<file path="config.mk">
export PLATFORM = sky130hd
export DESIGN_NAME = ptu_pin_takeover_unit
export DESIGN_NICKNAME = d
export VERILOG_FILES = /design/src/rtl/ptu_sync_bank.v /design/src/rtl/ptu_pin_takeover_unit.v
export VERILOG_INCLUDE_DIRS = /design/src /design/src/common
export SDC_FILE = /design/constraint.sdc
export NUM_CORES = 1
export LEC_CHECK = 0
export BUFFER_PORTS_ARGS = -buffer_cell sky130_fd_sc_hd__buf_2
export CORE_MARGIN = 2
export CORE_UTILIZATION = 47
export DETAILED_ROUTE_END_ITERATION = 16
export HOLD_SLACK_MARGIN = 0.15
export PLACE_DENSITY_LB_ADDON = 0.15
export SYNTH_ARGS = -nofsm -noshare
export SYNTH_HDL_FRONTEND = slang
export SYNTH_HIERARCHICAL = 1
export SYNTH_SLANG_ARGS = --single-unit
</file>
<file path="constraint.sdc">
create_clock -name clk_sys -period 2.5 [get_ports clk_sys]
set_input_delay 0.625 -clock clk_sys [delete_from_list [all_inputs] [get_ports clk_sys]]
set_output_delay 0.625 -clock clk_sys [all_outputs]
set_load 0.05 [all_outputs]
</file>
<file path="src/common/ptu_regs.vh">
// register offsets, field positions and reset values of the pin takeover unit
`ifndef PTU_REGS_VH
`define PTU_REGS_VH
// ****************************************************************
// register offsets (byte addresses, one word each)
// ****************************************************************
`define PTU_OFF_DIR    8'h00
`define PTU_OFF_STATE  8'h04
`define PTU_OFF_ASSIGN 8'h08
`define PTU_OFF_SLEEP  8'h0C
`define PTU_OFF_FLAG   8'h10
`define PTU_OFF_OWNER  8'h14
// ****************************************************************
// pin field positions
// ****************************************************************
`define PTU_NPINS      22
`define PTU_LCD_LO     0
`define PTU_LCD_HI     11
`define PTU_P1_TX      12
`define PTU_P1_RX      13
`define PTU_P2_TX      14
`define PTU_P2_RX      15
`define PTU_P3_TX      16
`define PTU_P3_RX      17
`define PTU_P4_TX      18
`define PTU_P4_RX      19
`define PTU_P4_CLK     20
`define PTU_P4_FRM     21
// ****************************************************************
// assignment register bits
// ****************************************************************
`define PTU_ASG_P1     0
`define PTU_ASG_P4     1
// ****************************************************************
// flag register bits
// ****************************************************************
`define PTU_FLG_HOLD   0
`define PTU_FLG_SLEEP  1
// ****************************************************************
// reset values
// ****************************************************************
`define PTU_DIR_RST    22'h000000
`define PTU_STATE_RST  22'h000000
`define PTU_ASG_RST    2'h0
`endif

</file>
<file path="src/rtl/ptu_sync_bank.v">
// two-flop synchroniser bank for the pad inputs
`timescale 1ns/100ps
module ptu_sync_bank #(
   parameter WIDTH = 22
) (
   input wire clk_sys,
   input wire rst,
   input wire [WIDTH-1:0] async_in,
   output reg [WIDTH-1:0] sync_out
);
   reg [WIDTH-1:0] meta_reg;

   always @(posedge clk_sys) begin
      if (rst) begin
         meta_reg <= {WIDTH{1'b0}};
         sync_out <= {WIDTH{1'b0}};
      end else begin
         meta_reg <= async_in;
         sync_out <= meta_reg;
      end
   end
endmodule

</file>
<file path="src/rtl/ptu_pin_takeover_unit.v">
// pin takeover unit: peripheral pins as simple i/o, sleep pin control
//
// Chosen here: the placing of the registers and strobed register access.
`timescale 1ns/100ps
`include "ptu_regs.vh"
module ptu_pin_takeover_unit #(
   parameter NPINS = 22
) (
   input wire clk_sys,
   input wire rst,
   input wire [7:0] reg_addr,
   input wire [31:0] reg_wdata,
   input wire reg_wr,
   input wire reg_rd,
   output reg [31:0] reg_rdata,
   input wire lcd_enable,
   input wire [3:0] port_tx_enable,
   input wire [3:0] port_rx_enable,
   input wire port4_sync_enable,
   input wire sleep_active,
   input wire peripheral_hold_bit,
   input wire [NPINS-1:0] periph_out,
   input wire [NPINS-1:0] periph_oe_n,
   input wire [NPINS-1:0] pad_in,
   output reg [NPINS-1:0] pad_out,
   output reg [NPINS-1:0] pad_oe_n,
   output reg [NPINS-1:0] periph_in,
   output reg [1:0] gpio_alt_route,
   output reg gpio_to_system
);
   // ****************************************************************
   // state
   // ****************************************************************
   reg [NPINS-1:0] pin_direction_reg;
   reg [NPINS-1:0] state_reg;
   reg [1:0] assign_reg;
   reg [NPINS-1:0] sleep_dir_reg;
   reg [NPINS-1:0] held_dir_reg;
   reg sleep_seen_reg;
   reg [31:0] rdata_next;
   wire [NPINS-1:0] pad_sync;
   wire [NPINS-1:0] owned;
   wire held;
   wire [NPINS-1:0] dir_next;
   wire [NPINS-1:0] state_next;

   function [NPINS-1:0] fit;
      input [31:0] w;
      begin
         fit = w[NPINS-1:0];
      end
   endfunction

   // ****************************************************************
   // pad input synchroniser
   // ****************************************************************
   ptu_sync_bank #(
      .WIDTH(NPINS)
   ) u_sync (
      .clk_sys(clk_sys),
      .rst(rst),
      .async_in(pad_in),
      .sync_out(pad_sync)
   );

   // ****************************************************************
   // ownership: pin is ours while its engine is off
   // ****************************************************************
   // usb port 0 pins are not in this map at all
   assign owned[`PTU_LCD_HI:`PTU_LCD_LO] = {12{~lcd_enable}};
   // tx and rx engines gate their own pin
   assign owned[`PTU_P1_TX] = ~port_tx_enable[0] | assign_reg[`PTU_ASG_P1];
   assign owned[`PTU_P1_RX] = ~port_rx_enable[0] | assign_reg[`PTU_ASG_P1];
   assign owned[`PTU_P2_TX] = ~port_tx_enable[1];
   assign owned[`PTU_P2_RX] = ~port_rx_enable[1];
   assign owned[`PTU_P3_TX] = ~port_tx_enable[2];
   assign owned[`PTU_P3_RX] = ~port_rx_enable[2];
   // port 4: reassign moves one engine to gpio, pins follow the other
   assign owned[`PTU_P4_TX] = ~port_tx_enable[3] & ~port4_sync_enable;
   assign owned[`PTU_P4_RX] = ~port_rx_enable[3] & ~port4_sync_enable;
   assign owned[`PTU_P4_CLK] = ~port4_sync_enable | assign_reg[`PTU_ASG_P4];
   assign owned[`PTU_P4_FRM] = ~port4_sync_enable | assign_reg[`PTU_ASG_P4];

   assign held = peripheral_hold_bit & ~sleep_active;

   // ****************************************************************
   // register writes
   // ****************************************************************
   assign dir_next = (reg_wr && reg_addr == `PTU_OFF_DIR) ?
      fit(reg_wdata) : pin_direction_reg;
   assign state_next = (reg_wr && reg_addr == `PTU_OFF_STATE) ?
      fit(reg_wdata) : state_reg;

   always @(posedge clk_sys) begin
      if (rst || sleep_active) begin
         // peripheral reset on sleep entry clears normal registers
         pin_direction_reg <= `PTU_DIR_RST;
         state_reg <= `PTU_STATE_RST;
         assign_reg <= `PTU_ASG_RST;
      end else begin
         pin_direction_reg <= dir_next;
         state_reg <= state_next;
         if (reg_wr && reg_addr == `PTU_OFF_ASSIGN) begin
            assign_reg <= reg_wdata[1:0];
         end
      end
   end

   // sleep direction register has no reset term
   always @(posedge clk_sys) begin
      if (reg_wr && reg_addr == `PTU_OFF_SLEEP) begin
         sleep_dir_reg <= fit(reg_wdata);
      end
   end

   // remembers sleep directions for the hold period after wake
   always @(posedge clk_sys) begin
      if (rst) begin
         held_dir_reg <= {NPINS{1'b0}};
         sleep_seen_reg <= 1'b0;
      end else begin
         if (sleep_active) begin
            held_dir_reg <= sleep_dir_reg;
            sleep_seen_reg <= 1'b1;
         end else if (reg_wr && reg_addr == `PTU_OFF_FLAG &&
                      reg_wdata[`PTU_FLG_SLEEP]) begin
            sleep_seen_reg <= 1'b0;
         end
      end
   end

   // ****************************************************************
   // pad drive; plain levels only, no edge logic
   // ****************************************************************
   integer i;
   always @(posedge clk_sys) begin
      if (rst) begin
         pad_out <= {NPINS{1'b0}};
         pad_oe_n <= {NPINS{1'b1}};
         periph_in <= {NPINS{1'b0}};
         gpio_alt_route <= 2'h0;
         gpio_to_system <= 1'b1;
      end else begin
         for (i = 0; i < NPINS; i = i + 1) begin
            if (sleep_active) begin
               pad_out[i] <= 1'b0;
               pad_oe_n[i] <= ~sleep_dir_reg[i];
            end else if (held) begin
               pad_out[i] <= 1'b0;
               pad_oe_n[i] <= ~held_dir_reg[i];
            end else if (owned[i]) begin
               pad_out[i] <= state_reg[i];
               pad_oe_n[i] <= ~pin_direction_reg[i];
            end else begin
               pad_out[i] <= periph_out[i];
               pad_oe_n[i] <= periph_oe_n[i];
            end
            periph_in[i] <= owned[i] ? 1'b0 : pad_sync[i];
         end
         gpio_alt_route <= sleep_active ? 2'h0 : assign_reg;
         gpio_to_system <= sleep_active | (assign_reg == 2'h0);
      end
   end

   // ****************************************************************
   // register reads, data one cycle after strobe
   // ****************************************************************
   always @* begin
      rdata_next = 32'h00000000;
      case (reg_addr)
         `PTU_OFF_DIR: rdata_next[NPINS-1:0] = pin_direction_reg;
         `PTU_OFF_STATE: begin
            // outputs read back the latch, inputs the pad
            rdata_next[NPINS-1:0] = (state_reg & pin_direction_reg) |
               (pad_sync & ~pin_direction_reg);
         end
         `PTU_OFF_ASSIGN: rdata_next[1:0] = assign_reg;
         `PTU_OFF_SLEEP: rdata_next[NPINS-1:0] = sleep_dir_reg;
         `PTU_OFF_FLAG: begin
            rdata_next[`PTU_FLG_HOLD] = held;
            rdata_next[`PTU_FLG_SLEEP] = sleep_seen_reg;
         end
         `PTU_OFF_OWNER: rdata_next[NPINS-1:0] = owned;
         default: rdata_next = 32'h00000000;
      endcase
   end

   always @(posedge clk_sys) begin
      if (rst) begin
         reg_rdata <= 32'h00000000;
      end else if (reg_rd) begin
         reg_rdata <= rdata_next;
      end else begin
         reg_rdata <= 32'h00000000;
      end
   end
endmodule

</file>
# --- Yosys cells after proc, flatten, opt, wreduce, memory -nomap -nowiden ---
# Index checks and enable logic that the tools add are counted.
op_classes:
  n_eq_ne: 5
  mux: 92
  n_bitwise: 89
  reduce_logical: 23
op_table:
  columns: ["operator", "n"]
  rows:
  - ["two-way mux 1 bit", 90]
  - ["one-hot mux 20 bit (4 select lines)", 1]
  - ["inverter 1 bit", 78]
  - ["AND 22 bit", 2]
  - ["OR reduction 2 bit", 12]
  - ["inverter 22 bit", 1]
  - ["bitwise OR 22 bit", 1]
  - ["equality test 8 x 4 -> 1 bit, second input constant", 2]
  - ["equality test 8 x 5 -> 1 bit, second input constant", 2]
  - ["one-hot mux 2 bit (6 select lines)", 1]
  - ["equality test 8 x 3 -> 1 bit, second input constant", 1]
  - ["logical NOT 8 bit", 1]
  - ["logical AND 1 bit", 6]
  - ["bitwise OR 1 bit", 4]
  - ["AND 1 bit", 3]
  - ["OR reduction 3 bit", 1]
  - ["logical NOT 2 bit", 1]
  - ["nonzero test 2 bit", 1]
  - ["logical OR 1 bit", 1]
word_totals:
  register_bits: 236
  input_bits: 122

# --- Logic depth before layout (Yosys ltp) ---
# Gate-level depths: netlist (run 1).
logic_depth:
  ltp_word: 5
  ltp_mapped: 8
  mapped_depth_nobuf: 4

# --- Cells and area by module ---
# The synthesis (run 1) kept the hierarchy.
modules_own_cells:
  columns: ["module", "instances", "cells_each", "area_each_um2"]
  rows:
  - ["ptu_pin_takeover_unit", 1, 810, 7438.4]
  - ["ptu_sync_bank", 1, 92, 1176.1]

# --- Least setup slack after synthesis (run 1) ---
# No wires, ideal clock.
synth_path:
  path_type: "in2reg"
  startpoint: "input port reg_addr[3]"
  endpoint: "register sleep_dir_reg[0] (enable)"
  setup_time_ps: 381
  arrival_ps: 2223
  t_required_ps: 2119
  path_slack_ps: -104
  path_stages: 5
  path_buffers: 3
  cell_sequence: "clkbuf_1 nor4bb_1 clkbuf_1 clkbuf_1 and3_1"
synth_between:
  elab_chain_cells: 2
synth_lines:
  columns: ["item", "line_no", "rtl"]
  rows:
  - ["start, declared", "ptu_pin_takeover_unit.v:11", "input wire [7:0] reg_addr,"]
  - ["equality test 8 x 4 -> 1 bit", null, null]
  - ["logical AND 1 bit (no source line)", null, null]
  - ["end signal, assigned", "ptu_pin_takeover_unit.v:112", "sleep_dir_reg <= fit(reg_wdata);"]
  - ["end, declared", "ptu_pin_takeover_unit.v:37", "reg [NPINS-1:0] sleep_dir_reg;"]
# No other way between the ends.
# A chain may end at the register's enable or synchronous reset.

# --- Worst setup path after layout (run 1) ---
layout_path:
  startpoint: "input port reg_addr[5]"
  endpoint: "register reg_rdata[7]"
layout_between:
  elab_chain_cells: 2
layout_lines:
  columns: ["item", "line_no", "rtl"]
  rows:
  - ["equality test 8 x 5 -> 1 bit, or another cell as far along", "ptu_pin_takeover_unit.v:170", "case (reg_addr)"]
  - ["one-hot mux 20 bit (4 select lines) *", "ptu_pin_takeover_unit.v:170", null]
  - ["end signal, assigned", "ptu_pin_takeover_unit.v:192", "reg_rdata <= rdata_next;"]
  - ["end, declared", "ptu_pin_takeover_unit.v:15", "output reg [31:0] reg_rdata,"]
# Every way passes the cells marked *; elsewhere a longest branch is shown, timed or not.

==> metrics, run 1 <==
worst skew pair latency=roughly 0.53 ns; Post-synth ARST share=0; Hold Vio Cnt, Final=0; Final #Nets=roughly 1.2k; area of the mapped netlist=around 8600 µm²; slowest CP cell=or4b_1; # Post-CTS Setup Buffers=0; status=finished, final reports clean; synth warn=6; Leak=between 0.004 and 0.005 µW; Area after DPL=9960 µm²; Row Count=49; vias post-DR=just over 7k; reg2reg start=assign_reg[1]; Post-synth EDFFs=22; Die Wd=~140 µm; crit path to=reg_rdata[7]; stages on the worst setup path=5; Compound-Gate Fraction of Synth Area=0.155; final instance area=between 10000 and 15000 µm²; Yosys reg bits=between 200 and 250; detailed placement HPWL=about 17 mm; Syn Area/Cell=9.55 µm²; register area share after synthesis=0.551; num ports=approximately 220; synth unique cells=52; Post-Synth Adder-Cell Area=0; synth cell count leaders=dfxtp_1 (204), nand2_1 (112), nor2_1 (84); largest delay contributor family on the critical path=simple AND/OR/NAND/NOR gates; routed wire length=24.2 mm; top post-synthesis cells by area=dfxtp_1 (47%), edfxtp_1 (7.7%), mux2i_1 (5.3%); P&R area growth vs syn=24.9%; Die Y=roughly 140 µm; FF-to-FF path depth=4; Clk pin slew, worst setup/hold paths=0.06 ns; # DRC=0; CTS Buf Count=24; multiplexer share of the synthesized area=0.0561; Root Driver=clkbuf_16; flop2flop setup slack=0.99 ns; filler cell count=approximately 1.6k; startpoint types=input pin; pwr dens=around 740 nW/µm²; crit path launch=reg_addr[5]; WP data arrival=roughly 2.4 ns; crit path kind=input pin to register; Resized cells post-CTS=0; largest family of logic cells by synthesized area=simple AND/OR/NAND/NOR gates; Seq. cell area=4740 µm²; Worst Tran Pin Value=around 1.1 ns; Final setup viols=0; Synth area leader=dfxtp_1; crit-path cells=buf_2 > or4b_1 > nor3b_1 > o311ai_2 > a21oi_1; Final Max Tran Viols=0; input/output buffers=between 200 and 250; area share of the largest cell type after synthesis=0.474; Setup crit end kind=register; MaxCap Viol Count=0; share of cells above drive strength 1=0.259; Final period util=0.810; GRT overflow=0; most frequent cell after synthesis=dfxtp_1; die area=slightly below 20000 µm²; Initial Util=0.480; Rel. slew slack=0.282; xor/xnor cell area share of the yosys netlist=0; Max Freq=just under 500 MHz; worst reg2reg path endpoint=pad_oe_n[20]; largest net degree at the start of global routing=49; initial drt markers=501; RSZ-0062 raised after global routing=false; Max stage delay on crit path=roughly 0.68 ns; Tot GR Track Use=0.240; Crit Path Max Fanout=12; VDD IR max=~0.53 mV; H-Tree Level Count=1; RePlAce Congestion=about 0.84; worst min-delay path startpoint=reg_wdata[3]; DR vias/cell=5.29; required time of the worst setup path=between 2 and 3 ns; core area=18000 µm²; fin crit period=approximately 2.0 ns; cts hold-fix bufs=0; synthesized netlist cell count=around 900; post-synthesis simple-gate area fraction=0.182; first-pass GRT wire length=36.6 mm; Pre-antenna DRT Iters=5; CP bufs+invs=1; number of global-route vias before repair=between 6k and 7k; Clock Sinks=226; clk buf depth=3; CTS tree=built; initial antenna violation count=1; clk_skew=0.0157 ns; final core occ=0.599; multi-input combinational cell area=between 3000 and 4000 µm²; dpl ws=-0.000427 ns; final setup margin=about 0.47 ns; HP Class=input pin to register; WL/cell=between 15 and 20 µm; DRT antenna net count=0; Most used DFF post-synth=dfxtp_1
metal layers:
metal,global-route usage,part of all wire
met5,0,0
met4,0.0585,0.023
met3,0.0489,0.080
met2,0.366,0.43
met1,0.351,0.47
kinds of logic after synthesis:
group,count (synthesis)
buffers and inverters,109
multiplexers,48
AND/OR/NAND/NOR,322
flip-flops,226
other,1
AO/OA/AOI/OAI,196
metrics by stage:
| step | TNS (ns) | hold WS [ns] | total power [µW] | instances |
|---|---|---|---|---|
| 6_report | 0 | 0.298 | 7950 | 1351 |
| 3_5_place_dp | -0.000427 | 0.421 | 4500 | 1306 |
| 5_1_grt | 0 | 0.289 | 8220 | 1350 |
| 2_1_floorplan | 0 | 0.414 | 4260 | 911 |
| 4_1_cts | 0 | 0.287 | 8010 | 1350 |
| 3_3_place_gp | 0 | 0.419 | 4490 | 1306 |
area by class of cell:
class / instances / area share
sequential: 226 / 0.441
multi-input combinational: 576 / 0.323
timing repair buffer: 239 / 0.122
clock buffer: 35 / 0.0655
tap: 229 / 0.0266
inverter: 36 / 0.0126
clock inverter: 9 / 0.00884
antenna: 1 / 0.000233
power by group:
part | internal, µW | switching [µW] | leakage (µW)
Sequential | 3740 | 29.7 | 0.00186
Combinational | 217 | 434 | 0.00219
Clock | 2080 | 1450 | 0.000396
Total | 6040 | 1910 | 0.00445
how the worst min path moves through the flow:
stage / depth (start not counted) / to / slack (ns)
2_1_floorplan: 1 / u_sync/sync_out[0] / 0.41
3_3_place_gp: 1 / u_sync/sync_out[16] / 0.42
3_5_place_dp: 1 / u_sync/sync_out[9] / 0.42
4_1_cts: 1 / sleep_dir_reg[3] / 0.29
5_1_grt: 1 / sleep_dir_reg[3] / 0.29
6_report: 1 / sleep_dir_reg[3] / 0.30
cells in the final DEF, fill, tap and decap left out, drive strengths merged, types with 16 or more instances in the layout:
cell type / count
a21oi: 74
nor2b: 51
nand2b: 18
a211oi: 32
dfxtp: 204
inv: 38
nand2: 112
and2: 18
buf: 239
nor2: 84
a32oi: 16
edfxtp: 22
clkbuf: 35
a211o: 18
mux2i: 46
Note: power is estimated with default switching activity, not from simulation.
==> run 2: changes to the inputs <==
==> constraint.sdc (replaced) <==
create_clock -name clk_sys -period 1.6 [get_ports clk_sys]
set_input_delay 0.4 -clock clk_sys [delete_from_list [all_inputs] [get_ports clk_sys]]
set_output_delay 0.4 -clock clk_sys [all_outputs]
set_load 0.05 [all_outputs]
==> run 2 against run 1 <==
Net effect: clock power rose by 47%; critical path depth did not move; count of clock-buffer cells in the layout fell by 4; setup slack got worse by 0.44 ns; highest routed layer unchanged.
==> metrics, run 2 (synthesis gave the netlist of run 1 again) <==
Tot GR Track Use=0.253 (+0.0133); Final #Nets=1323 (+8.0%); startpoint types=input pin; clk buf depth=3 (unchanged); Clk pin slew, worst setup/hold paths=0.06 ns (about the same); WP data arrival=1.96 ns (-0.48 ns); dpl ws=-0.512 ns (-0.512 ns); DRT antenna net count=0 (unchanged); num ports=223 (unchanged); Crit Path Max Fanout=23 (+11); CTS Buf Count=23 (-4.2%); crit path to=pin_direction_reg[3]; Hold Vio Cnt, Final=0 (unchanged); routed wire length=25.7 mm (+6.2%); worst skew pair latency=0.51 ns (-0.02 ns); Max stage delay on crit path=0.67 ns (about the same); reg2reg start=assign_reg[1]; number of global-route vias before repair=7070 (+7.3%); detailed placement HPWL=18.1 mm (+3.7%); VDD IR max=0.921 mV (+72%); DR vias/cell=5.20 (-1.7%); core area=18000 µm² (unchanged); fin crit period=roughly 1.6 ns; Leak=0.00489 µW (+9.9%); initial drt markers=516 (+3.0%); vias post-DR=7503 (+5.0%); Pre-antenna DRT Iters=5 (unchanged); largest net degree at the start of global routing=37 (-24%); crit-path cells=buf_2 > or4_4 > or4_4 > nand2_1 > a21oi_2; crit path kind=input pin to register; clk_skew=0.00699 ns (-0.00876 ns); Worst Tran Pin Value=0.549 ns (-0.527 ns); CTS tree=built; # DRC=0 (unchanged); Rel. slew slack=0.634 (+0.351); Final period util=0.980; RePlAce Congestion=0.912 (+8.5%); Final Max Tran Viols=0 (unchanged); Row Count=49 (unchanged); Clock Sinks=226 (unchanged); final setup margin=0.0320 ns (-0.443 ns); share of cells above drive strength 1=0.275 (+0.0162); die area=19400 µm² (unchanged); pwr dens=1050 nW/µm² (+42%); commonest non-fill, non-tap cell in the layout=dfxtp_1; Setup crit end kind=register; P&R area growth vs syn=35.8%; HP Class=input pin to register; Max Freq=about 640 MHz; WL/cell=17.8 µm (-0.62%); cell repeated most along the worst path=or4_4; crit path launch=reg_addr[4]; Die Y=139 µm (unchanged); worst reg2reg path endpoint=pad_oe_n[21]; GRT overflow=0 (unchanged); most frequent cells in the layout=dfxtp_1 (204), buf_2 (200), nand2_1 (112); first-pass GRT wire length=38.9 mm (+6.2%); FF-to-FF path depth=4 (unchanged); Initial Util=0.480 (unchanged); MaxCap Viol Count=0 (unchanged); input/output buffers=202 (unchanged); status=finished, final reports clean; Die Wd=139 µm (unchanged); Final setup viols=0 (unchanged); Antenna Cells=0 (-1); slowest CP cell=or4_4; RSZ-0062 raised after global routing=true; setup TNS=0 ns (unchanged); Root Driver=clkbuf_16; required time of the worst setup path=1.99 ns (-0.93 ns); H-Tree Level Count=1 (unchanged); flop2flop setup slack=0.23 ns (-0.76 ns); initial antenna violation count=0 (-1)
run 2: critical path: cells and delay by family:
family	cells	cell delay [ns]
compound gates	1	0.06
buf+inv	1	0.11
simple gates	3	1.38
run 2: area by class of cell:
cell class	instances	area (µm²)
multi-input combinational	576	3540
timing repair buffer	338	2270
clock inverter	8	68.8
inverter	36	135
sequential	226	4740
clock buffer	31	657
fill	1506	6270
tap	229	287
run 2: layer usage:
layer,global-route usage,vias to the layer above,part of all wire
li1,-,3676,-
met1,0.383,3448,0.46
met2,0.370,337,0.43
met3,0.0520,42,0.092
met4,0.0638,0,0.020
met5,0,-,0
run 2: report_power, final:
| part | switching, µW | leakage, µW | internal (µW) | total [µW] |
|---|---|---|---|---|
| Combinational | 728 | 0.00266 | 494 | 1220 |
| Clock | 2160 | 0.000364 | 3030 | 5190 |
| Sequential | 47.7 | 0.00186 | 5840 | 5890 |
run 2: through the flow:
stage	power [µW]	hold WS (ns)	cell area, µm²	util	instances
2_1_floorplan	6670	0.414	8760	-	911
3_3_place_gp	7090	0.420	10300	0.571	1339
3_5_place_dp	7100	0.421	10300	0.571	1339
4_1_cts	12400	0.151	11600	0.645	1438
5_1_grt	12700	0.164	11700	0.651	1444
6_report	12300	0.155	11700	0.651	1444
run 2: worst min path at each step:
stage / start / to / slack [ns] / cells past startpoint
after detailed placement: u_sync/meta_reg[10] / u_sync/sync_out[10] / 0.42 / 1
after floorplan: u_sync/meta_reg[0] / u_sync/sync_out[0] / 0.41 / 1
after CTS: periph_out[21] / pad_out[21] / 0.15 / 3
final: periph_out[21] / pad_out[21] / 0.15 / 3
after global routing: periph_out[19] / pad_out[19] / 0.16 / 3
after global placement: u_sync/meta_reg[21] / u_sync/sync_out[21] / 0.42 / 1
run 2: what timing repair did:
action / 4_1_cts / 5_1_grt
endpoints found under the hold margin: 75 / 1
buffers inserted: 0 / 4
hold buffers: 60 / 1
endpoints found under the setup margin: 0 / 48
gates resized for setup: 0 / 16
